--- src/rtl/pwmaux_params.svh ---
// Register offsets, field positions and timing counts of the power stage aux unit
//
// Contract
// - Mode 14 retrigger edge never changes the output period or frequency.
// - Mode 14 holds the output inactive while input active; ramp continues. Matrix-driven outputs keep the matrix value.
// - First revision: mode 14 event counts only inside on-time; else outputs stay.
// - A retrigger or fault event latches the counter into the capture register.
// - Each new capture overwrites the capture register, read or not.
// - Four-ramp matrix drives outputs 0 and 1 with a programmed value per ramp.
// - Polarity setting is ignored for matrix-driven outputs.
// - Extra output A copies output 0, or output 1 when its selector is set.
// - Extra output B copies output 1, or output 0 when its selector is set.
// - ADC sync pulse on chosen rising or falling edge of output 0 or 1.
// - Centered mode uses reset-A compare as ADC sync point, programmed at least 1.
// - Interrupt sources: counter reload, input event, mutual synchronization error.
// - Two requests: end-of-cycle on reset-B match; capture on event or sync error.
// - Chained units align: centered on center, ramp modes on edges.
// - Auto-run unit starts together with previous unit in the chain.
// - Passed run signal deasserting stops the following unit.
// - Only mode 7 halt faults travel the chain; slave forwards them backward.
// - Clock-select bit picks PLL clock when set, I/O clock when clear.
// - Two-bit prescaler divides by 1,4,16,64 or, later revision, 1,4,32,256.
// - Sync source: 00 lead out0, 01 trail out0, 10 lead out1, 11 trail out1.
`ifndef PWMAUX_PARAMS_SVH
`define PWMAUX_PARAMS_SVH

// Byte offsets
`define PWMAUX_ADR_CTRL   8'h00
`define PWMAUX_ADR_CONF   8'h04
`define PWMAUX_ADR_SYNC   8'h08
`define PWMAUX_ADR_RA     8'h0C
`define PWMAUX_ADR_RB     8'h10
`define PWMAUX_ADR_MAT    8'h14
`define PWMAUX_ADR_CAPT   8'h18
`define PWMAUX_ADR_MASK   8'h1C
`define PWMAUX_ADR_FLAG   8'h20

// Control fields
`define PWMAUX_CTRL_RUN   0
`define PWMAUX_CTRL_ARUN  1
`define PWMAUX_CTRL_PRE0  2
`define PWMAUX_CTRL_PRE1  3
// Configuration fields
`define PWMAUX_CONF_CLK   0
`define PWMAUX_CONF_MOD0  1
`define PWMAUX_CONF_MOD1  2
`define PWMAUX_CONF_POL   3
`define PWMAUX_CONF_MATX  4
`define PWMAUX_CONF_LVL   5
`define PWMAUX_CONF_IM0   8
`define PWMAUX_CONF_IM3   11
// Sync/output fields
`define PWMAUX_SYNC_EN0   0
`define PWMAUX_SYNC_ENA   1
`define PWMAUX_SYNC_EN1   2
`define PWMAUX_SYNC_ENB   3
`define PWMAUX_SYNC_SRC0  4
`define PWMAUX_SYNC_SRC1  5
`define PWMAUX_SYNC_SELA  6
`define PWMAUX_SYNC_SELB  7
// Flag and mask fields
`define PWMAUX_IRQ_EC     0
`define PWMAUX_IRQ_CAPT   1

// Prescaler terminal counts (divisor minus one)
`define PWMAUX_PRE_DIV1   8'h00
`define PWMAUX_PRE_DIV4   8'h03
`define PWMAUX_PRE_DIV16  8'h0F
`define PWMAUX_PRE_DIV64  8'h3F
`define PWMAUX_PRE_DIV32  8'h1F
`define PWMAUX_PRE_DIV256 8'hFF

`define PWMAUX_RA_MIN     12'h001

`endif

--- src/rtl/pwmaux_pkg.sv ---
// Shared types of the power stage aux unit
`default_nettype none
package pwmaux_pkg;
  typedef enum logic [1:0] {
    PWMAUX_ONE_RAMP  = 2'b00,
    PWMAUX_TWO_RAMP  = 2'b01,
    PWMAUX_FOUR_RAMP = 2'b10,
    PWMAUX_CENTERED  = 2'b11
  } pwmaux_run_mode_e;

  typedef enum logic [3:0] {
    PWMAUX_IM_NONE  = 4'h0,
    PWMAUX_IM_HALT  = 4'h7,
    PWMAUX_IM_BLANK = 4'hE
  } pwmaux_in_mode_e;
endpackage
`default_nettype wire

--- src/rtl/pwmaux_top.sv ---
// Power stage unit aux logic: blanking, capture, matrix, ADC sync, irq, run chain
//
// Implementation choices: the Wishbone slave port and the placing of the registers.
`include "pwmaux_params.svh"
`default_nettype none
module pwmaux_top #(
  parameter logic REV_LATER = 1'b0
) (
  // Clock and reset
  input  wire  logic        MCLK_I,
  input  wire  logic        RST_N_I,
  // Wishbone slave
  input  wire  logic        WB_CYC_I,
  input  wire  logic        WB_STB_I,
  input  wire  logic        WB_WE_I,
  input  wire  logic [7:0]  WB_ADR_I,
  input  wire  logic [3:0]  WB_SEL_I,
  input  wire  logic [31:0] WB_DAT_I,
  output var   logic [31:0] WB_DAT_O,
  output var   logic        WB_ACK_O,
  // Clock source strobes
  input  wire  logic        PLL_TICK_I,
  input  wire  logic        IO_TICK_I,
  // Retrigger/fault pin
  input  wire  logic        RETRIG_I,
  // Run daisy-chain
  input  wire  logic        RUN_PREV_I,
  input  wire  logic        CYCLE_PREV_I,
  input  wire  logic        FAULT_NEXT_I,
  output logic              RUN_NEXT_O,
  output var   logic        CYCLE_END_O,
  output var   logic        FAULT_PREV_O,
  // Waveform outputs
  output var   logic        WAVE_OUT0_O,
  output var   logic        WAVE_OUT1_O,
  output var   logic        EXTRA_WAVE_OUT_A_O,
  output var   logic        EXTRA_WAVE_OUT_B_O,
  output var   logic        ADC_SYNC_O,
  // Interrupt requests
  output logic              END_CYCLE_IRQ_O,
  output logic              CAPTURE_IRQ_O
);
  // ****************************************************
  // Registers and bus
  // ****************************************************
  logic [3:0]  ctrl_q;
  logic [11:0] conf_q;
  logic [7:0]  sync_q;
  logic [11:0] reset_a_compare_q;
  logic [11:0] reset_b_compare_q;
  logic [7:0]  matrix_q;
  logic [11:0] counter_capture_value_q;
  logic [1:0]  mask_q;
  logic [1:0]  flag_q;
  logic        ack_q;
  logic [31:0] rdat_q;
  logic        wr_en;
  logic [31:0] bmask;
  logic [31:0] wnew;

  function automatic logic [31:0] merge(input logic [31:0] old_v, input logic [31:0] m);
    merge = (old_v & ~m) | (WB_DAT_I & m);
  endfunction

  assign bmask = {{8{WB_SEL_I[3]}}, {8{WB_SEL_I[2]}}, {8{WB_SEL_I[1]}}, {8{WB_SEL_I[0]}}};
  assign wr_en = WB_CYC_I && WB_STB_I && WB_WE_I && !ack_q;
  assign wnew  = merge(32'h0000_0000, bmask);
  assign WB_ACK_O = ack_q;
  assign WB_DAT_O = rdat_q;

  always_ff @(posedge MCLK_I) begin
    if (!RST_N_I) begin
      ack_q <= 1'b0;
    end else begin
      ack_q <= WB_CYC_I && WB_STB_I && !ack_q;
    end
  end

  always_ff @(posedge MCLK_I) begin
    if (!RST_N_I) begin
      rdat_q <= 32'h0000_0000;
    end else if (WB_CYC_I && WB_STB_I && !WB_WE_I && !ack_q) begin
      if (WB_ADR_I == `PWMAUX_ADR_CTRL) begin
        rdat_q <= {28'h000_0000, ctrl_q};
      end else if (WB_ADR_I == `PWMAUX_ADR_CONF) begin
        rdat_q <= {20'h0_0000, conf_q};
      end else if (WB_ADR_I == `PWMAUX_ADR_SYNC) begin
        rdat_q <= {24'h00_0000, sync_q};
      end else if (WB_ADR_I == `PWMAUX_ADR_RA) begin
        rdat_q <= {20'h0_0000, reset_a_compare_q};
      end else if (WB_ADR_I == `PWMAUX_ADR_RB) begin
        rdat_q <= {20'h0_0000, reset_b_compare_q};
      end else if (WB_ADR_I == `PWMAUX_ADR_MAT) begin
        rdat_q <= {24'h00_0000, matrix_q};
      end else if (WB_ADR_I == `PWMAUX_ADR_CAPT) begin
        rdat_q <= {20'h0_0000, counter_capture_value_q};
      end else if (WB_ADR_I == `PWMAUX_ADR_MASK) begin
        rdat_q <= {30'h0000_0000, mask_q};
      end else if (WB_ADR_I == `PWMAUX_ADR_FLAG) begin
        rdat_q <= {30'h0000_0000, flag_q};
      end else begin
        rdat_q <= 32'h0000_0000;
      end
    end
  end

  always_ff @(posedge MCLK_I) begin
    if (!RST_N_I) begin
      conf_q            <= 12'h000;
      sync_q            <= 8'h00;
      reset_a_compare_q <= `PWMAUX_RA_MIN;
      reset_b_compare_q <= 12'h000;
      matrix_q          <= 8'h00;
      mask_q            <= 2'h0;
    end else if (wr_en) begin
      if (WB_ADR_I == `PWMAUX_ADR_CONF) begin
        conf_q <= 12'(merge({20'h0_0000, conf_q}, bmask));
      end else if (WB_ADR_I == `PWMAUX_ADR_SYNC) begin
        sync_q <= 8'(merge({24'h00_0000, sync_q}, bmask));
      end else if (WB_ADR_I == `PWMAUX_ADR_RA) begin
        reset_a_compare_q <= 12'(merge({20'h0_0000, reset_a_compare_q}, bmask));
      end else if (WB_ADR_I == `PWMAUX_ADR_RB) begin
        reset_b_compare_q <= 12'(merge({20'h0_0000, reset_b_compare_q}, bmask));
      end else if (WB_ADR_I == `PWMAUX_ADR_MAT) begin
        matrix_q <= 8'(merge({24'h00_0000, matrix_q}, bmask));
      end else if (WB_ADR_I == `PWMAUX_ADR_MASK) begin
        mask_q <= 2'(merge({30'h0000_0000, mask_q}, bmask));
      end
    end
  end

  // ****************************************************
  // Mode decode and input conditioning
  // ****************************************************
  pwmaux_pkg::pwmaux_run_mode_e run_mode;
  logic [3:0] in_mode;
  logic       im_valid;
  logic       in_s1_q;
  logic       in_s2_q;
  logic       in_prev_q;
  logic       in_act;
  logic       in_edge;

  assign run_mode = pwmaux_pkg::pwmaux_run_mode_e'(conf_q[`PWMAUX_CONF_MOD1:`PWMAUX_CONF_MOD0]);
  assign in_mode  = conf_q[`PWMAUX_CONF_IM3:`PWMAUX_CONF_IM0];
  // Reserved codes 10..13 and 15 behave as no action
  assign im_valid = (in_mode != 4'hA) && (in_mode != 4'hB) && (in_mode != 4'hC) &&
                    (in_mode != 4'hD) && (in_mode != 4'hF) &&
                    (in_mode != pwmaux_pkg::PWMAUX_IM_NONE);

  always_ff @(posedge MCLK_I) begin
    if (!RST_N_I) begin
      in_s1_q   <= 1'b0;
      in_s2_q   <= 1'b0;
      in_prev_q <= 1'b0;
    end else begin
      in_s1_q   <= RETRIG_I;
      in_s2_q   <= in_s1_q;
      in_prev_q <= in_act;
    end
  end

  assign in_act  = conf_q[`PWMAUX_CONF_LVL] ? in_s2_q : !in_s2_q;
  assign in_edge = in_act && !in_prev_q && im_valid;

  // ****************************************************
  // Clock selection and prescaler
  // ****************************************************
  logic       src_tick;
  logic [7:0] pre_last;
  logic [7:0] pre_cnt_q;
  logic       unit_clock;

  assign src_tick = conf_q[`PWMAUX_CONF_CLK] ? PLL_TICK_I : IO_TICK_I;

  always_comb begin
    case (ctrl_q[`PWMAUX_CTRL_PRE1:`PWMAUX_CTRL_PRE0])
      2'b00:   pre_last = `PWMAUX_PRE_DIV1;
      2'b01:   pre_last = `PWMAUX_PRE_DIV4;
      2'b10:   pre_last = REV_LATER ? `PWMAUX_PRE_DIV32 : `PWMAUX_PRE_DIV16;
      default: pre_last = REV_LATER ? `PWMAUX_PRE_DIV256 : `PWMAUX_PRE_DIV64;
    endcase
  end

  always_ff @(posedge MCLK_I) begin
    if (!RST_N_I) begin
      pre_cnt_q <= 8'h00;
    end else if (src_tick) begin
      pre_cnt_q <= (pre_cnt_q >= pre_last) ? 8'h00 : pre_cnt_q + 8'h01;
    end
  end

  assign unit_clock = src_tick && (pre_cnt_q >= pre_last);

  // ****************************************************
  // Run chain
  // ****************************************************
  logic halt_q;
  logic run_eff;
  logic halt_evt;

  // A halt-type fault here, or one forwarded by the next unit, stops the unit
  assign halt_evt = (in_mode == pwmaux_pkg::PWMAUX_IM_HALT) && (in_edge || FAULT_NEXT_I);
  assign run_eff  = (ctrl_q[`PWMAUX_CTRL_ARUN] ? RUN_PREV_I : ctrl_q[`PWMAUX_CTRL_RUN])
                    && !halt_q;
  // Combinational pass-through so the whole chain starts on one edge
  assign RUN_NEXT_O = run_eff;

  always_ff @(posedge MCLK_I) begin
    if (!RST_N_I) begin
      ctrl_q <= 4'h0;
    end else if (halt_evt) begin
      ctrl_q[`PWMAUX_CTRL_RUN] <= 1'b0;
    end else if (wr_en && WB_ADR_I == `PWMAUX_ADR_CTRL) begin
      ctrl_q <= 4'(merge({28'h000_0000, ctrl_q}, bmask));
    end
  end

  // Slave halt releases when the previous unit's run drops or software sets run
  always_ff @(posedge MCLK_I) begin
    if (!RST_N_I) begin
      halt_q <= 1'b0;
    end else if (halt_evt) begin
      halt_q <= 1'b1;
    end else if ((ctrl_q[`PWMAUX_CTRL_ARUN] && !RUN_PREV_I) ||
                 (wr_en && WB_ADR_I == `PWMAUX_ADR_CTRL && WB_SEL_I[0] &&
                  wnew[`PWMAUX_CTRL_RUN])) begin
      halt_q <= 1'b0;
    end
  end

  always_ff @(posedge MCLK_I) begin
    if (!RST_N_I) begin
      FAULT_PREV_O <= 1'b0;
    end else begin
      FAULT_PREV_O <= ctrl_q[`PWMAUX_CTRL_ARUN] && (in_mode == pwmaux_pkg::PWMAUX_IM_HALT) &&
                      in_edge;
    end
  end

  // ****************************************************
  // Counter and ramp sequencing
  // ****************************************************
  logic [11:0] cnt_q;
  logic [1:0]  ramp_q;
  logic        down_q;
  logic        end_evt;

  assign end_evt = run_eff && unit_clock && (cnt_q == reset_b_compare_q);

  // Input events other than a mode 7 halt never touch the counter, so period stays fixed
  always_ff @(posedge MCLK_I) begin
    if (!RST_N_I || !run_eff) begin
      cnt_q  <= 12'h000;
      ramp_q <= 2'h0;
      down_q <= 1'b0;
    end else if (unit_clock) begin
      if (run_mode == pwmaux_pkg::PWMAUX_CENTERED) begin
        if (!down_q && cnt_q >= reset_b_compare_q) begin
          down_q <= 1'b1;
          cnt_q  <= cnt_q - 12'h001;
        end else if (down_q && cnt_q == 12'h000) begin
          down_q <= 1'b0;
          cnt_q  <= 12'h001;
        end else begin
          cnt_q  <= down_q ? cnt_q - 12'h001 : cnt_q + 12'h001;
        end
      end else if (cnt_q >= reset_b_compare_q) begin
        cnt_q <= 12'h000;
        if (run_mode == pwmaux_pkg::PWMAUX_TWO_RAMP) begin
          ramp_q <= {1'b0, !ramp_q[0]};
        end else if (run_mode == pwmaux_pkg::PWMAUX_FOUR_RAMP) begin
          ramp_q <= ramp_q + 2'h1;
        end
      end else begin
        cnt_q <= cnt_q + 12'h001;
      end
    end
  end

  always_ff @(posedge MCLK_I) begin
    if (!RST_N_I) begin
      CYCLE_END_O <= 1'b0;
    end else begin
      CYCLE_END_O <= end_evt;
    end
  end

  // ****************************************************
  // Waveforms, blanking and output routing
  // ****************************************************
  logic wa_raw;
  logic wb_raw;
  logic wa_prev_q;
  logic wb_prev_q;
  logic blank_q;
  logic blank;
  logic on_time;
  logic matrix_on;
  logic out0_d;
  logic out1_d;

  always_comb begin
    wa_raw = 1'b0;
    wb_raw = 1'b0;
    if (run_eff) begin
      case (run_mode)
        pwmaux_pkg::PWMAUX_ONE_RAMP: begin
          wa_raw = cnt_q < reset_a_compare_q;
          wb_raw = !wa_raw;
        end
        pwmaux_pkg::PWMAUX_CENTERED: begin
          wa_raw = cnt_q < {1'b0, reset_b_compare_q[11:1]};
          wb_raw = !wa_raw;
        end
        default: begin
          wa_raw = !ramp_q[0] && (cnt_q < reset_a_compare_q);
          wb_raw = ramp_q[0] && (cnt_q < reset_a_compare_q);
        end
      endcase
    end
  end

  assign on_time = wa_raw || wb_raw;

  // Outside on-time the first revision drops the edge, leaving outputs active
  always_ff @(posedge MCLK_I) begin
    if (!RST_N_I || !in_act) begin
      blank_q <= 1'b0;
    end else if (in_mode == pwmaux_pkg::PWMAUX_IM_BLANK && in_edge &&
                 (REV_LATER || on_time)) begin
      blank_q <= 1'b1;
    end
  end

  assign blank = blank_q || (in_mode == pwmaux_pkg::PWMAUX_IM_BLANK && in_edge &&
                             (REV_LATER || on_time));
  assign matrix_on = conf_q[`PWMAUX_CONF_MATX] &&
                     run_mode == pwmaux_pkg::PWMAUX_FOUR_RAMP && run_eff;

  always_comb begin
    if (matrix_on) begin
      out0_d = matrix_q[{1'b0, ramp_q}];
      out1_d = matrix_q[{1'b1, ramp_q}];
    end else begin
      out0_d = (wa_raw && !blank) ~^ conf_q[`PWMAUX_CONF_POL];
      out1_d = (wb_raw && !blank) ~^ conf_q[`PWMAUX_CONF_POL];
    end
  end

  always_ff @(posedge MCLK_I) begin
    if (!RST_N_I) begin
      WAVE_OUT0_O        <= 1'b0;
      WAVE_OUT1_O        <= 1'b0;
      EXTRA_WAVE_OUT_A_O <= 1'b0;
      EXTRA_WAVE_OUT_B_O <= 1'b0;
    end else begin
      WAVE_OUT0_O <= sync_q[`PWMAUX_SYNC_EN0] && out0_d;
      WAVE_OUT1_O <= sync_q[`PWMAUX_SYNC_EN1] && out1_d;
      EXTRA_WAVE_OUT_A_O <= sync_q[`PWMAUX_SYNC_ENA] &&
                            (sync_q[`PWMAUX_SYNC_SELA] ? out1_d : out0_d);
      EXTRA_WAVE_OUT_B_O <= sync_q[`PWMAUX_SYNC_ENB] &&
                            (sync_q[`PWMAUX_SYNC_SELB] ? out0_d : out1_d);
    end
  end

  // ****************************************************
  // ADC synchronization
  // ****************************************************
  logic sync_d;

  always_comb begin
    sync_d = 1'b0;
    if (run_mode == pwmaux_pkg::PWMAUX_CENTERED) begin
      // Reset-A compare is free in this mode and marks the sample point
      if (!sync_q[`PWMAUX_SYNC_SRC1] && unit_clock && run_eff &&
          cnt_q == reset_a_compare_q) begin
        sync_d = sync_q[`PWMAUX_SYNC_SRC0] ? !down_q : down_q;
      end
    end else begin
      case (sync_q[`PWMAUX_SYNC_SRC1:`PWMAUX_SYNC_SRC0])
        2'b00:   sync_d = wa_raw && !wa_prev_q;
        2'b01:   sync_d = !wa_raw && wa_prev_q;
        2'b10:   sync_d = wb_raw && !wb_prev_q;
        default: sync_d = !wb_raw && wb_prev_q;
      endcase
    end
  end

  always_ff @(posedge MCLK_I) begin
    if (!RST_N_I) begin
      wa_prev_q  <= 1'b0;
      wb_prev_q  <= 1'b0;
      ADC_SYNC_O <= 1'b0;
    end else begin
      wa_prev_q  <= wa_raw;
      wb_prev_q  <= wb_raw;
      ADC_SYNC_O <= sync_d;
    end
  end

  // ****************************************************
  // Capture and interrupt flags
  // ****************************************************
  logic capt_evt;
  logic sync_err;
  logic [1:0] flag_set;
  logic [1:0] flag_clr;

  assign capt_evt = in_edge && run_eff;
  // Slave whose cycle end disagrees with the previous unit's
  assign sync_err = ctrl_q[`PWMAUX_CTRL_ARUN] && run_eff && (CYCLE_PREV_I != CYCLE_END_O);
  assign flag_set = {capt_evt || sync_err, end_evt};
  assign flag_clr = (wr_en && WB_ADR_I == `PWMAUX_ADR_FLAG) ? wnew[1:0] : 2'h0;

  always_ff @(posedge MCLK_I) begin
    if (!RST_N_I) begin
      counter_capture_value_q <= 12'h000;
    end else if (capt_evt) begin
      counter_capture_value_q <= cnt_q;
    end
  end

  // Set beats a clear landing in the same cycle
  always_ff @(posedge MCLK_I) begin
    if (!RST_N_I) begin
      flag_q <= 2'h0;
    end else begin
      flag_q <= flag_set | (flag_q & ~flag_clr);
    end
  end

  assign END_CYCLE_IRQ_O = flag_q[`PWMAUX_IRQ_EC] && mask_q[`PWMAUX_IRQ_EC];
  assign CAPTURE_IRQ_O   = flag_q[`PWMAUX_IRQ_CAPT] && mask_q[`PWMAUX_IRQ_CAPT];
endmodule
`default_nettype wire

--- config.mk ---
export PLATFORM = sky130hd
export DESIGN_NAME = pwmaux_top
export DESIGN_NICKNAME = d
export VERILOG_FILES = /design/src/rtl/pwmaux_pkg.sv /design/src/rtl/pwmaux_top.sv
export VERILOG_INCLUDE_DIRS = /design/src /design/src/rtl
export SDC_FILE = /design/constraint.sdc
export NUM_CORES = 1
export LEC_CHECK = 0
export BUFFER_PORTS_ARGS = -buffer_cell sky130_fd_sc_hd__buf_4
export CORE_MARGIN = 2
export CORE_UTILIZATION = 59
export DETAILED_ROUTE_END_ITERATION = 6
export PLACE_DENSITY_LB_ADDON = 0.08
export SYNTH_ARGS = -nofsm -noshare
export SYNTH_HDL_FRONTEND = slang
export SYNTH_SLANG_ARGS = --single-unit
--- constraint.sdc ---
create_clock -name MCLK_I -period 3.7 [get_ports MCLK_I]
set_clock_uncertainty 0.2 [all_clocks]
set_input_delay 0 -clock MCLK_I [delete_from_list [all_inputs] [get_ports MCLK_I]]
set_output_delay 0 -clock MCLK_I [all_outputs]
set_load 0.02 [all_outputs]
# After elaboration in Yosys (flattened, before gate mapping)
# Cells that the tools add are included.
[classes]
addsub = 4
eq_ne = 25
order_cmp = 6
shifts = 0
n_bitwise = 29
reduce_logical = 96
muxes = 42
div_mod_pow = 0
multipliers = 0
[op_table]
columns = ["op", "count"]
rows = [
  ["2-to-1 mux 12 bit", 12],
  ["logical AND 1 bit", 51],
  ["bitwise AND 12 bit", 4],
  ["bitwise OR 12 bit", 3],
  ["equality test 8 x 5 -> 1 bit (second input constant)", 4],
  ["equality test 12 bit", 2],
  ["!= test 4 bit (second input constant)", 5],
  ["logical NOT 1 bit", 19],
  ["2-to-1 mux 1 bit", 18],
  ["one-hot mux 6 bit (3 select lines)", 1],
  ["bitwise AND 8 bit", 2],
  ["equality test 8 x 4 -> 1 bit (second input constant)", 2],
  ["bitwise OR 8 bit", 2],
  ["adder 12 x 1 -> 12 bit (second input constant)", 1],
  [">= comparator 12 bit", 1],
  ["logical NOT 12 bit", 1],
  ["less-than comparator 12 x 11 -> 1 bit", 1],
  ["less-than comparator 12 bit", 1],
  ["NOT 12 bit", 1],
  ["subtractor 12 x 1 -> 12 bit (second input constant)", 1],
  ["2-to-1 mux 2 bit", 5],
  ["adder 8 x 1 -> 8 bit (second input constant)", 1],
  ["equality test 2 bit (second input constant)", 4],
  ["equality test 8 x 3 -> 1 bit (second input constant)", 1],
  ["other kinds (32)", 59],
]
[word_totals]
rom_bits = 0
memories = 0
mem_bits_rw = 0
latchBits = 0
register_bits = 142

# Depth between registers and ports, before layout
# Gate-level depths: netlist of run 1.
[logic_depth]
depth_word = 16
ltp_mapped = 12
mapped_depth_nobuf = 10

# Worst setup path before layout of run 1
# OpenSTA, ideal clock, no wires.
[synth_path]
path_type = "reg-to-reg"
start = "register cnt_q[1]"
end = "register EXTRA_WAVE_OUT_A_O"
stages_incl_launch_ff = 9
setup_ns = 0.137
arrival_time_ns = 2.355
path_slack_ns = 1.008
n_path_buf = 0
path_cell_list = "dfxtp_1 -> ha_1 -> nor2b_1 -> o211ai_1 -> a21boi_1 -> or4_1 -> o211a_1 -> a2111oi_2 -> o22ai_1"
[synth_between]
elab_chain_len = 13
word_cells_on_any_way = 22
[synth_lines]
columns = ["element", "line", "text"]
rows = [
  ["start: declaration", "pwmaux_top.sv:244", "logic [11:0] cnt_q;"],
  ["start signal: assignment", "pwmaux_top.sv:261", "cnt_q <= cnt_q - 12'h001;"],
  ["start signal: assignment", "pwmaux_top.sv:266", "cnt_q <= down_q ? cnt_q - 12'h001 : cnt_q + 12'h001;"],
  ["start signal: assignment", "pwmaux_top.sv:276", "cnt_q <= cnt_q + 12'h001;"],
  ["less-than comparator 12 bit or less-than comparator 12 x 11 -> 1 bit (tied branches)", "-", ""],
  ["logical AND 1 bit, or another cell as far along", "pwmaux_top.sv:317", "wa_raw = !ramp_q[0] && (cnt_q < reset_a_compare_q);"],
  ["one-hot mux 1 bit (2 select lines)", "pwmaux_top.sv:307", "case (run_mode)"],
  ["2-to-1 mux 1 bit", "pwmaux_top.sv:306", "if (run_eff) begin"],
  ["logical OR 1 bit", "pwmaux_top.sv:324", "assign on_time = wa_raw || wb_raw;"],
  ["logical AND 1 bit", "pwmaux_top.sv:336", "assign blank = blank_q || (in_mode == pwmaux_pkg::PWMAUX_IM_BLANK && in_edge &&"],
  ["logical OR 1 bit", "pwmaux_top.sv:336", ""],
  ["logical NOT 1 bit", "pwmaux_top.sv:346, pwmaux_top.sv:347", ""],
  ["logical AND 1 bit, on equally long branches", "pwmaux_top.sv:346, pwmaux_top.sv:347", ""],
  ["XNOR 1 bit, on equally long branches", "pwmaux_top.sv:346, pwmaux_top.sv:347", ""],
  ["2-to-1 mux 1 bit", "pwmaux_top.sv:342", "if (matrix_on) begin"],
  ["2-to-1 mux 1 bit *", "pwmaux_top.sv:361", "(sync_q[`PWMAUX_SYNC_SELA] ? out1_d : out0_d);"],
  ["logical AND 1 bit *", "pwmaux_top.sv:360", "EXTRA_WAVE_OUT_A_O <= sync_q[`PWMAUX_SYNC_ENA] &&"],
  ["end signal: assignment", "pwmaux_top.sv:360", ""],
  ["end: declaration", "pwmaux_top.sv:36", "output var logic EXTRA_WAVE_OUT_A_O,"],
]
# Every way passes the cells marked *; elsewhere a longest branch is shown, timed or not.
# A chain may end at the register's enable or synchronous reset.

# Worst setup path after layout of run 1
[layout_path]
start = "register cnt_q[0]"
end = "register cnt_q[6]"
[layout_between]
elab_chain_len = 5
word_cells_on_any_way = 11
[layout_lines]
columns = ["element", "line", "text"]
rows = [
  ["adder 12 x 1 -> 12 bit, or another cell as far along", "pwmaux_top.sv:266, pwmaux_top.sv:276", ""],
  ["2-to-1 mux 12 bit or logical AND 1 bit (tied branches)", "pwmaux_top.sv:266, pwmaux_top.sv:262", ""],
  ["2-to-1 mux 12 bit", "pwmaux_top.sv:262", "end else if (down_q && cnt_q == 12'h000) begin"],
  ["2-to-1 mux 12 bit", "pwmaux_top.sv:259", "if (!down_q && cnt_q >= reset_b_compare_q) begin"],
  ["2-to-1 mux 12 bit *", "pwmaux_top.sv:258", "if (run_mode == pwmaux_pkg::PWMAUX_CENTERED) begin"],
]
# Marked as above.

==> results of run 1 <==
==> cell usage after synthesis, types with 6 or more instances <==
master	count
and2_1	18
xor2_1	9
nor2_1	43
ha_1	47
inv_1	40
mux2i_1	51
a22o_1	7
o211ai_1	6
a22oi_1	6
o31ai_1	8
o21ai_0	43
buf_2	13
nand2b_1	12
and3_1	16
nor2b_1	49
buf_4	21
nor4_1	7
nor3b_1	6
clkbuf_1	36
nand4_1	11
o21a_1	6
nand2_1	82
a211oi_1	10
a21oi_1	34
nand3_1	50
nor3_1	19
a21boi_0	25
dfxtp_1	122
a221oi_1	11
o2111ai_1	7
==> metrics by stage <==
| step | util (%) | area, um^2 | hold WS (ns) | std cells |
|---|---|---|---|---|
| floorplan | - | 7645 | -0.07271 | 927 |
| global placement | 63.90 | 8031 | 0.01167 | 1099 |
| detailed placement | 63.90 | 8031 | 0.02018 | 1099 |
| CTS | 71.57 | 8995 | 0.0009310 | 1165 |
| global route | 71.57 | 8995 | 0.07568 | 1165 |
| finish | 71.57 | 8995 | 0.02498 | 1165 |
==> power by group through the flow <==
stage	Sequential (mW)	Clock, mW	Combinational [mW]
final	1.32	1.76	0.178
after global routing	1.32	1.84	0.188
after CTS	1.32	1.77	0.174
after detailed placement	1.35	0	0.146
after global placement	1.35	0	0.143
after floorplan	1.36	0	0.0959
==> layout make-up <==
class                           count  area [um^2]  share of cell area (%)
Clock buffer                       18        439.2                   4.882
Clock inverter                     14        183.9                   2.045
Timing Repair Buffer              107        888.4                   9.876
Multi-Input combinational cell    689         4663                   51.84
Inverter                           43        162.7                   1.808
Tap cell                          172        215.2                   2.393
Sequential cell                   122         2442                   27.15
==> worst max path at each step <==
| stage | start | to | slack (ns) | depth (start not counted) |
|---|---|---|---|---|
| 2_1_floorplan | cnt_q[1]$_SDFFE_PP0P_ | EXTRA_WAVE_OUT_A_O$_SDFF_PN0_ | 1.01 | 8 |
| 3_3_place_gp | cnt_q[0]$_SDFFE_PP0P_ | cnt_q[10]$_SDFFE_PP0P_ | 0.62 | 10 |
| 3_5_place_dp | cnt_q[0]$_SDFFE_PP0P_ | cnt_q[6]$_SDFFE_PP0P_ | 0.38 | 10 |
| 4_1_cts | cnt_q[0]$_SDFFE_PP0P_ | cnt_q[6]$_SDFFE_PP0P_ | 0.35 | 10 |
| 5_1_grt | cnt_q[0]$_SDFFE_PP0P_ | cnt_q[4]$_SDFFE_PP0P_ | 0.08 | 10 |
| 6_report | cnt_q[0]$_SDFFE_PP0P_ | cnt_q[6]$_SDFFE_PP0P_ | 0.29 | 10 |
==> layout by cell type (no fill, tap or decap), types with 25 or more instances in the layout <==
master	netlist	routed
dfxtp_1	122	122
nand2_1	82	82
buf_4	21	73
mux2i_1	51	51
nand3_1	50	50
nor2b_1	49	49
ha_1	47	47
nor2_1	43	43
o21ai_0	43	43
inv_1	40	40
a21oi_1	34	34
dlygate4sd3_1	0	34
a21boi_0	25	25
==> worst reg2reg max path, delay by kind of cell, from the launching register on <==
| family | cells | cell delay, ns |
|---|---|---|
| AOI/OAI and AO/OA | 7 | 1.92 |
| adders and majority gates | 1 | 0.35 |
| buffers and inverters | 1 | 0.21 |
| DFF | 1 | 0.49 |
| and+or+nand+nor | 1 | 0.16 |
==> routing by layer <==
metal / vias up / share of wire (%)
met1: 3367 / 42
met2: 279 / 48
met4: 0 / 2.8
met5: - / 0
li1: 3381 / -
met3: 44 / 7.2
==> logic make-up after synthesis <==
logic type	count (synthesis)	synth area share [%]
simple gates	347	24.37
compound gates	206	19.20
flops	122	32.25
buf+inv	116	7.120
mux	55	7.633
fa+ha+maj	47	7.765
xor+xnor	14	1.619
other cells	1	0.04951
==> impl_metrics.yaml, run 1 <==
pwr:
  p_clk_share_pct: 54.0
  p_leak_nw: 3.524
  power_frac_comb_pct: 5.5
  seqPwrFrac_pct: 40.6
  power_mw: 3.266
  switchingPower_mw: 0.7738
  power.density_nw_per_um2: 363.0
  vdd_drop_max_v: 0.0004230
  p_sw_share_pct: 23.70
  internal-power_mw: 2.492
global_route:
  use_met3_pct: 6.128
  busiest_layer: "met2"
  grtUsageMet1_pct: 40.25
  globalRouteMet2Util_pct: 52.70
  gr-total-overflow: 0
  grtUsageTotal_pct: 31.66
  grt_pass1_wl_um: 35070
  grt_max_degree: 101
  grt_antenna_before_repair: 0
  grt_pass1_vias: 6814
clock_tree:
  clk_pin_slew_ns: 0.06
  clock_sinks: 122
  post_cts_buffers: 0
  cts_root_buffer: "clkbuf_16"
  clk_latency_ns: 0.43
  cts_resized: 0
  htree_levels: 4
  cts_buffers: 17
  cts_buffer_depth: 2
  cts_hold_buffers: 34
  tritoncts: "yes"
synthesis:
  synth_top_flop_cell: "dfxtp_1"
  ys_seq_area_share_pct: 32.25
  synth_cells: 908
  async_reset_ff_share_pct: 0
  synth_edf_count: 0
  synth_top_area_share_pct: 32.25
  synth_area_per_cell_um2: 8.341
  synth_cell_type_count: 77
  yosys_warnings: 0
  synth_area_leaders: "dfxtp_1, ha_1, mux2i_1"
  synth-seq-cells: 122
  synth_top_area_cell: "dfxtp_1"
  synth.cell_area_um2: 7574
place:
  port_buffers: 55
  dp_slack_ns: 0.3773
  gp_congestion: 0.9220
  dp_hpwl_um: 15210
sta:
  final_max_slew_viol_count: 0
  period_share_pct: 92.20
  tns_ns: 0
  tightest_slew_ns: 0.9469
  hold_viol_final: 0
  rsz0062_at_grt: "no"
  final.setup.worst_slack_ns: 0.2885
  period_needed_ns: 3.411
  fmax_mhz: 293.1
  relSlewSlack_pct: 36.88
  setup_viol: 0
worst_hold_path:
  holdPathEnd: "flag_q[1]$_SDFF_PN0_"
  hp-class: "in2reg"
  min_from: "WB_ADR_I[4]"
  whs_path_depth: 6
route:
  ant_nets: 0
  wl_um: 21510
  via_per_inst: 6.070
  drc_errors: 0
  drt_iter0_drc: 811
  firstDrtPassIters: 5
  routedWlPerCell_um: 18.46
  route.vias.total: 7071
critical_path:
  ff2ff_path_depth: 10
  rr_startpoint: "cnt_q[0]$_SDFFE_PP0P_"
  cp_slowest_stage_delay_ns: 0.58
  cpMaxStageDelayCell: "o311ai_0"
  crit_family: "compound AO/OA/AOI/OAI gates"
  crit_buf_inv: 1
  path_cells: "inv_1 -> ha_1 -> nand2b_1 -> a211oi_1 -> o21bai_1 -> a221oi_2 -> o21ai_2 -> o311ai_0 -> o2111ai_1 -> o21ai_0"
  required_ns: 3.85
  arrival_ns: 3.56
  cp_max_fo: 18
  critPathLaunchType: "register"
  timing.rr.end: "cnt_q[6]$_SDFFE_PP0P_"
  endpoint_kind: "register"
  crit_type: "reg2reg"
  reg2reg_slack_ns: 0.29
die:
  initial_core_util_pct: 60.26
  die_x_um: 117.3
  dieArea_um2: 13760
  core_um2: 12570
  io_pins: 98
  die_height_um: 117.3
  num_rows: 41
status:
  outcome: "completed"
layout:
  area_growth_pct: 18.77
  final_nets: 1082
  layout-drive-gt1-share_pct: 12.89
  fill_cells: 965
  antenna_cells: 0
run:
  drv_cap: 0
Note: power is estimated with default switching activity, not from simulation.
==> run 2, diff against run 1 <==
Settings changed: CORE_UTILIZATION 59 to 63.
Clock period 3.7 ns to 4.2 ns, I/O delays scaled along.
==> impl_metrics.yaml, run 2 (same netlist as run 1, synthesis figures left out) <==
global_route:
  use_met3_pct: 9.352
  grt_max_degree: 101
  busiest_layer: "met2"
  globalRouteMet2Util_pct: 55.61
  grtUsageMet1_pct: 39.85
  gr-total-overflow: 0
  grt_pass1_vias: 6893
  grtUsageTotal_pct: 33.41
  grt_pass1_wl_um: 33930
  grt_antenna_before_repair: 0
clock_tree:
  clk_pin_slew_ns: 0.06
  cts_buffer_depth: 2
  cts_hold_buffers: 29
  clock_sinks: 122
  clk_latency_ns: 0.42
  cts_root_buffer: "clkbuf_16"
  cts_resized: 0
  htree_levels: 4
  post_cts_buffers: 0
  cts_buffers: 17
  tritoncts: "yes"
die:
  die_x_um: 113.6
  dieArea_um2: 12910
  core_um2: 11860
  num_rows: 40
  io_pins: 98
  die_height_um: 113.6
  initial_core_util_pct: 63.85
route:
  drt_iter0_drc: 557
  wl_um: 20990
  firstDrtPassIters: 5
  drc_errors: 0
  routedWlPerCell_um: 18.71
  ant_nets: 0
  route.vias.total: 7118
  via_per_inst: 6.344
layout:
  final_common_cell: "dfxtp_1"
  area_growth_pct: 16.32
  final_core_util_pct: 74.27
  antenna_cells: 0
  layout-drive-gt1-share_pct: 11.79
  mostFrequentLayoutCells: "dfxtp_1, nand2_1, buf_4, mux2i_1, nand3_1"
  final_nets: 1064
  multi_input_area_um2: 4663
  fill_cells: 891
  seq_area_um2: 2442
place:
  port_buffers: 55
  dp_hpwl_um: 14630
  gp_congestion: 0.9058
critical_path:
  reg2reg_slack_ns: 0.52
  cp_max_fo: 14
  arrival_ns: 3.85
  crit_type: "reg2reg"
  critPathLaunchType: "register"
  endpoint_kind: "register"
  required_ns: 4.37
sta:
  hold_viol_final: 0
  fmax_mhz: 271.5
  tightest_slew_ns: 1.020
  period_needed_ns: 3.684
  tns_ns: 0
  period_share_pct: 87.71
  rsz0062_at_grt: "no"
  relSlewSlack_pct: 31.04
  final_max_slew_viol_count: 0
  setup_viol: 0
pwr:
  p_leak_nw: 3.435
  vdd_drop_max_v: 0.0003039
  power_mw: 2.850
  power.density_nw_per_um2: 323.5
run:
  drv_cap: 0
status:
  outcome: "completed"
worst_hold_path:
  hp-class: "in2reg"
-- run 2: cell count changes in the layout (fill, tap and decap cells not counted), sizes merged --
cell,before,now
dlygate4sd3,34,29
clkinvlp,3,2
clkinv,5,8
clkbuf,18,19
buf,73,60
inv,46,43
-- run 2: power by group --
part           switching [mW]  internal (mW)
sequential            0.00329           1.16
clock                   0.565          0.967
combinational          0.0863         0.0650
total                   0.654           2.20
-- run 2: worst max-delay path, cell delays in order, from the launching register on --
cell	delay, ns
dfxtp_1	0.34
or2_2	0.33
ha_1	0.29
nand2b_1	0.14
a21o_1	0.17
a211o_1	0.30
o211ai_1	0.15
and2_1	0.56
nand2_1	0.33
nor3_1	0.26
dlygate4sd3_1	0.56
-- run 2: routing by layer --
metal | part of all wire [%] | routed length (um) | up-vias
li1 | - | - | 3345
met1 | 40 | 8376 | 3376
met2 | 48 | 10120 | 322
met3 | 8.3 | 1740 | 75
met4 | 3.6 | 754 | 0
met5 | 0 | 0 | -
-- run 2: path summary, 6_finish.rpt --
path,cells after the start,start,end
worst max-delay path,10,register,pre_cnt_q[0]$_SDFFE_PN0P_
worst min register to register,1,in_s1_q$_SDFF_PN0_,in_s2_q$_SDFF_PN0_
worst min-delay path,6,WB_ADR_I[3],register
worst max register to register,10,register,pre_cnt_q[0]$_SDFFE_PN0P_
-- run 2: cell type report --
cell class / instances / share of cell area [%]
Timing Repair Buffer: 89 / 8.408
Clock inverter: 13 / 1.861
Sequential cell: 122 / 27.72
Inverter: 43 / 1.846
Multi-Input combinational cell: 689 / 52.93
Tap cell: 147 / 2.088
Clock buffer: 19 / 5.141
-- run 2: through the flow --
step | std cells | instance area, um^2 | hold WS, ns | worst slack, ns
floorplan | 927 | 7645 | -0.07271 | 1.508
global placement | 1061 | 7903 | 0.01175 | 0.9576
CTS | 1122 | 8810 | 0.01638 | 0.5529
global route | 1122 | 8810 | 0.04915 | 0.2929
finish | 1122 | 8810 | 0.04034 | 0.5161
detailed placement | 1061 | 7903 | 0.01234 | 0.8545
==> run 3, diff against run 2 <==
Settings changed: ABC_AREA set to 1, CELL_PAD_IN_SITES_DETAIL_PLACEMENT set to 1, CELL_PAD_IN_SITES_GLOBAL_PLACEMENT set to 1, CORE_MARGIN 2 to unset, CORE_UTILIZATION 63 to 45.
==> impl_metrics.yaml, run 3 <==
layout:
  mostFrequentLayoutCells: "nand2_1, inv_1, dfxtp_1, a21oi_1, o21ai_0"
  fill_cells: 1981
  layout-drive-gt1-share_pct: 12.12
  final_nets: 1179
  multi_input_area_um2: 3986
  fin_cells: 1300
  seq_area_um2: 2442
  area_growth_pct: 20.56
  final_common_cell: "nand2_1"
  antenna_cells: 0
clock_tree:
  cts_buffer_depth: 2
  post_cts_buffers: 0
  clock_sinks: 122
  cts_resized: 0
  clk_latency_ns: 0.43
  cts_root_buffer: "clkbuf_16"
  cts_hold_buffers: 44
  clk_pin_slew_ns: 0.06
  htree_levels: 4
  tritoncts: "yes"
  cts_buffers: 17
critical_path:
  arrival_ns: 4.13
  crit_type: "in2reg"
  endpoint_kind: "register"
  path_cells: "dlygate4sd3_1 -> buf_4 -> nor2_2 -> dlygate4sd3_1 -> inv_2 -> nor3_4 -> inv_2 -> nor2_8 -> inv_2 -> nand2_1 -> nor2_1 -> nand3_2 -> o21ai_0 -> dlygate4sd3_1 -> a21oi_1 -> dlygate4sd3_1"
  cp_max_fo: 16
  ff2ff_path_depth: 10
  rr_startpoint: "WB_ACK_O$_SDFF_PN0_"
  cp_slowest_stage_delay_ns: 0.60
  cpMaxStageDelayCell: "dlygate4sd3_1"
  crit_family: "buffers and inverters"
  path_common_cell: "dlygate4sd3_1"
  required_ns: 4.31
  critPathLaunchType: "input port"
  reg2reg_slack_ns: 0.79
  crit_buf_inv: 8
route:
  via_per_inst: 5.464
  wl_um: 24390
  routedWlPerCell_um: 18.76
  drt_iter0_drc: 412
  ant_nets: 0
  drc_errors: 0
  firstDrtPassIters: 5
  route.vias.total: 7103
sta:
  period_share_pct: 95.73
  relSlewSlack_pct: 39.44
  tightest_slew_ns: 0.9034
  period_needed_ns: 4.021
  fmax_mhz: 248.7
  hold_viol_final: 0
  final.setup.worst_slack_ns: 0.1792
  rsz0062_at_grt: "no"
  tns_ns: 0
  final_max_slew_viol_count: 0
  setup_viol: 0
  holdWs_ns: 0.02893
synthesis:
  synth_top_flop_cell: "dfxtp_1"
  yosysMostFrequentCell: "nand2_1"
  synth_common_cells: "nand2_1, inv_1, dfxtp_1"
  synth_area_per_cell_um2: 7.285
  synth_top_area_cell: "dfxtp_1"
  synth.cell_area_um2: 7176
  synth_cell_type_count: 54
  synth_area_leaders: "dfxtp_1, nand2_1, ha_1"
  ys_seq_area_share_pct: 34.04
  synth_top_area_share_pct: 34.04
  synth_edf_count: 0
  synth_cells: 985
  yosys_warnings: 0
  synth-seq-cells: 122
  async_reset_ff_share_pct: 0
global_route:
  grt_antenna_before_repair: 0
  grt_max_degree: 78
  gr-total-overflow: 0
  grt_pass1_wl_um: 38540
  grt_pass1_vias: 7295
  grtUsageTotal_pct: 31.01
place:
  dp_hpwl_um: 17080
  dp_slack_ns: 1.200
  gp_congestion: 0.9047
  port_buffers: 55
  placedCellCount: 1225
status:
  outcome: "completed"
pwr:
  vdd_drop_max_v: 0.0002798
  p_leak_nw: 3.765
  power.density_nw_per_um2: 313.1
  seqPwrFrac_pct: 42.9
  switchingPower_mw: 0.6702
  p_sw_share_pct: 24.74
  internal-power_mw: 2.039
  p_clk_share_pct: 52.0
  power_frac_comb_pct: 5.1
run:
  drv_cap: 0
die:
  die_height_um: 128.3
  io_pins: 98
  die_x_um: 128.3
  num_rows: 45
  initial_core_util_pct: 46.68
  core_um2: 15370
  dieArea_um2: 16450
worst_hold_path:
  holdPathEnd: "wa_prev_q$_SDFF_PN0_"
  whs_path_depth: 5
  hp-class: "in2reg"
  min_from: "RUN_PREV_I"
## run 3: worst min-delay path, stage by stage
cell	delay, ns
buf_4	0.11
nor2_1	0.22
nor3_4	0.10
nand3_2	0.13
nor2_1	0.05
## run 3: cell families after synthesis
group | after synthesis | share of synthesized area [%]
buffers and inverters | 185 | 11.40
xor gates and xnor gates | 25 | 3.051
DFF | 122 | 34.04
other | 1 | 0.05226
adders and majority gates | 47 | 8.195
and+or+nand+nor | 330 | 21.74
AOI/OAI and AO/OA | 275 | 21.52
## run 3: metrics by stage
stage,util (%),area (um^2),total power [mW]
after floorplan,-,7247,1.261
after global placement,49.77,7650,1.297
after detailed placement,49.77,7650,1.298
after CTS,56.28,8651,2.722
after global routing,56.28,8651,2.785
final,56.28,8651,2.709
## run 3: how the worst max path moves through the flow
stage	startpoint	end	cells after the start	slack (ns)
6_report	WB_ADR_I[6]	register	16	0.18
5_1_grt	WB_ADR_I[6]	register	16	0.05
4_1_cts	WB_ADR_I[6]	register	16	0.38
3_5_place_dp	register	cnt_q[10]$_SDFFE_PP0P_	18	1.20
3_3_place_gp	cnt_q[9]$_SDFFE_PP0P_	cnt_q[10]$_SDFFE_PP0P_	12	1.28
2_1_floorplan	cnt_q[5]$_SDFFE_PP0P_	EXTRA_WAVE_OUT_A_O$_SDFF_PN0_	17	1.93
## run 3: cell type report
cell class / instances / share of cell area [%]
Tap cell: 211 / 3.052
Inverter: 135 / 5.858
Clock inverter: 13 / 1.403
Sequential cell: 122 / 28.23
Multi-Input combinational cell: 697 / 46.08
Timing Repair Buffer: 104 / 10.30
Clock buffer: 18 / 5.077
## run 3: power by group through the flow
stage / Clock, mW / Sequential, mW / Combinational (mW)
after floorplan: 0 / 1.19 / 0.0743
after global placement: 0 / 1.19 / 0.110
after detailed placement: 0 / 1.19 / 0.111
after CTS: 1.43 / 1.16 / 0.134
after global routing: 1.48 / 1.16 / 0.148
final: 1.41 / 1.16 / 0.138
## run 3: per-layer routing
layer	GRT usage [%]	wire, um	up-vias
li1	-	-	3463
met1	37.02	10590	3445
met2	54.98	12230	162
met3	6.678	1070	33
met4	10.03	497	0
met5	0	0	-
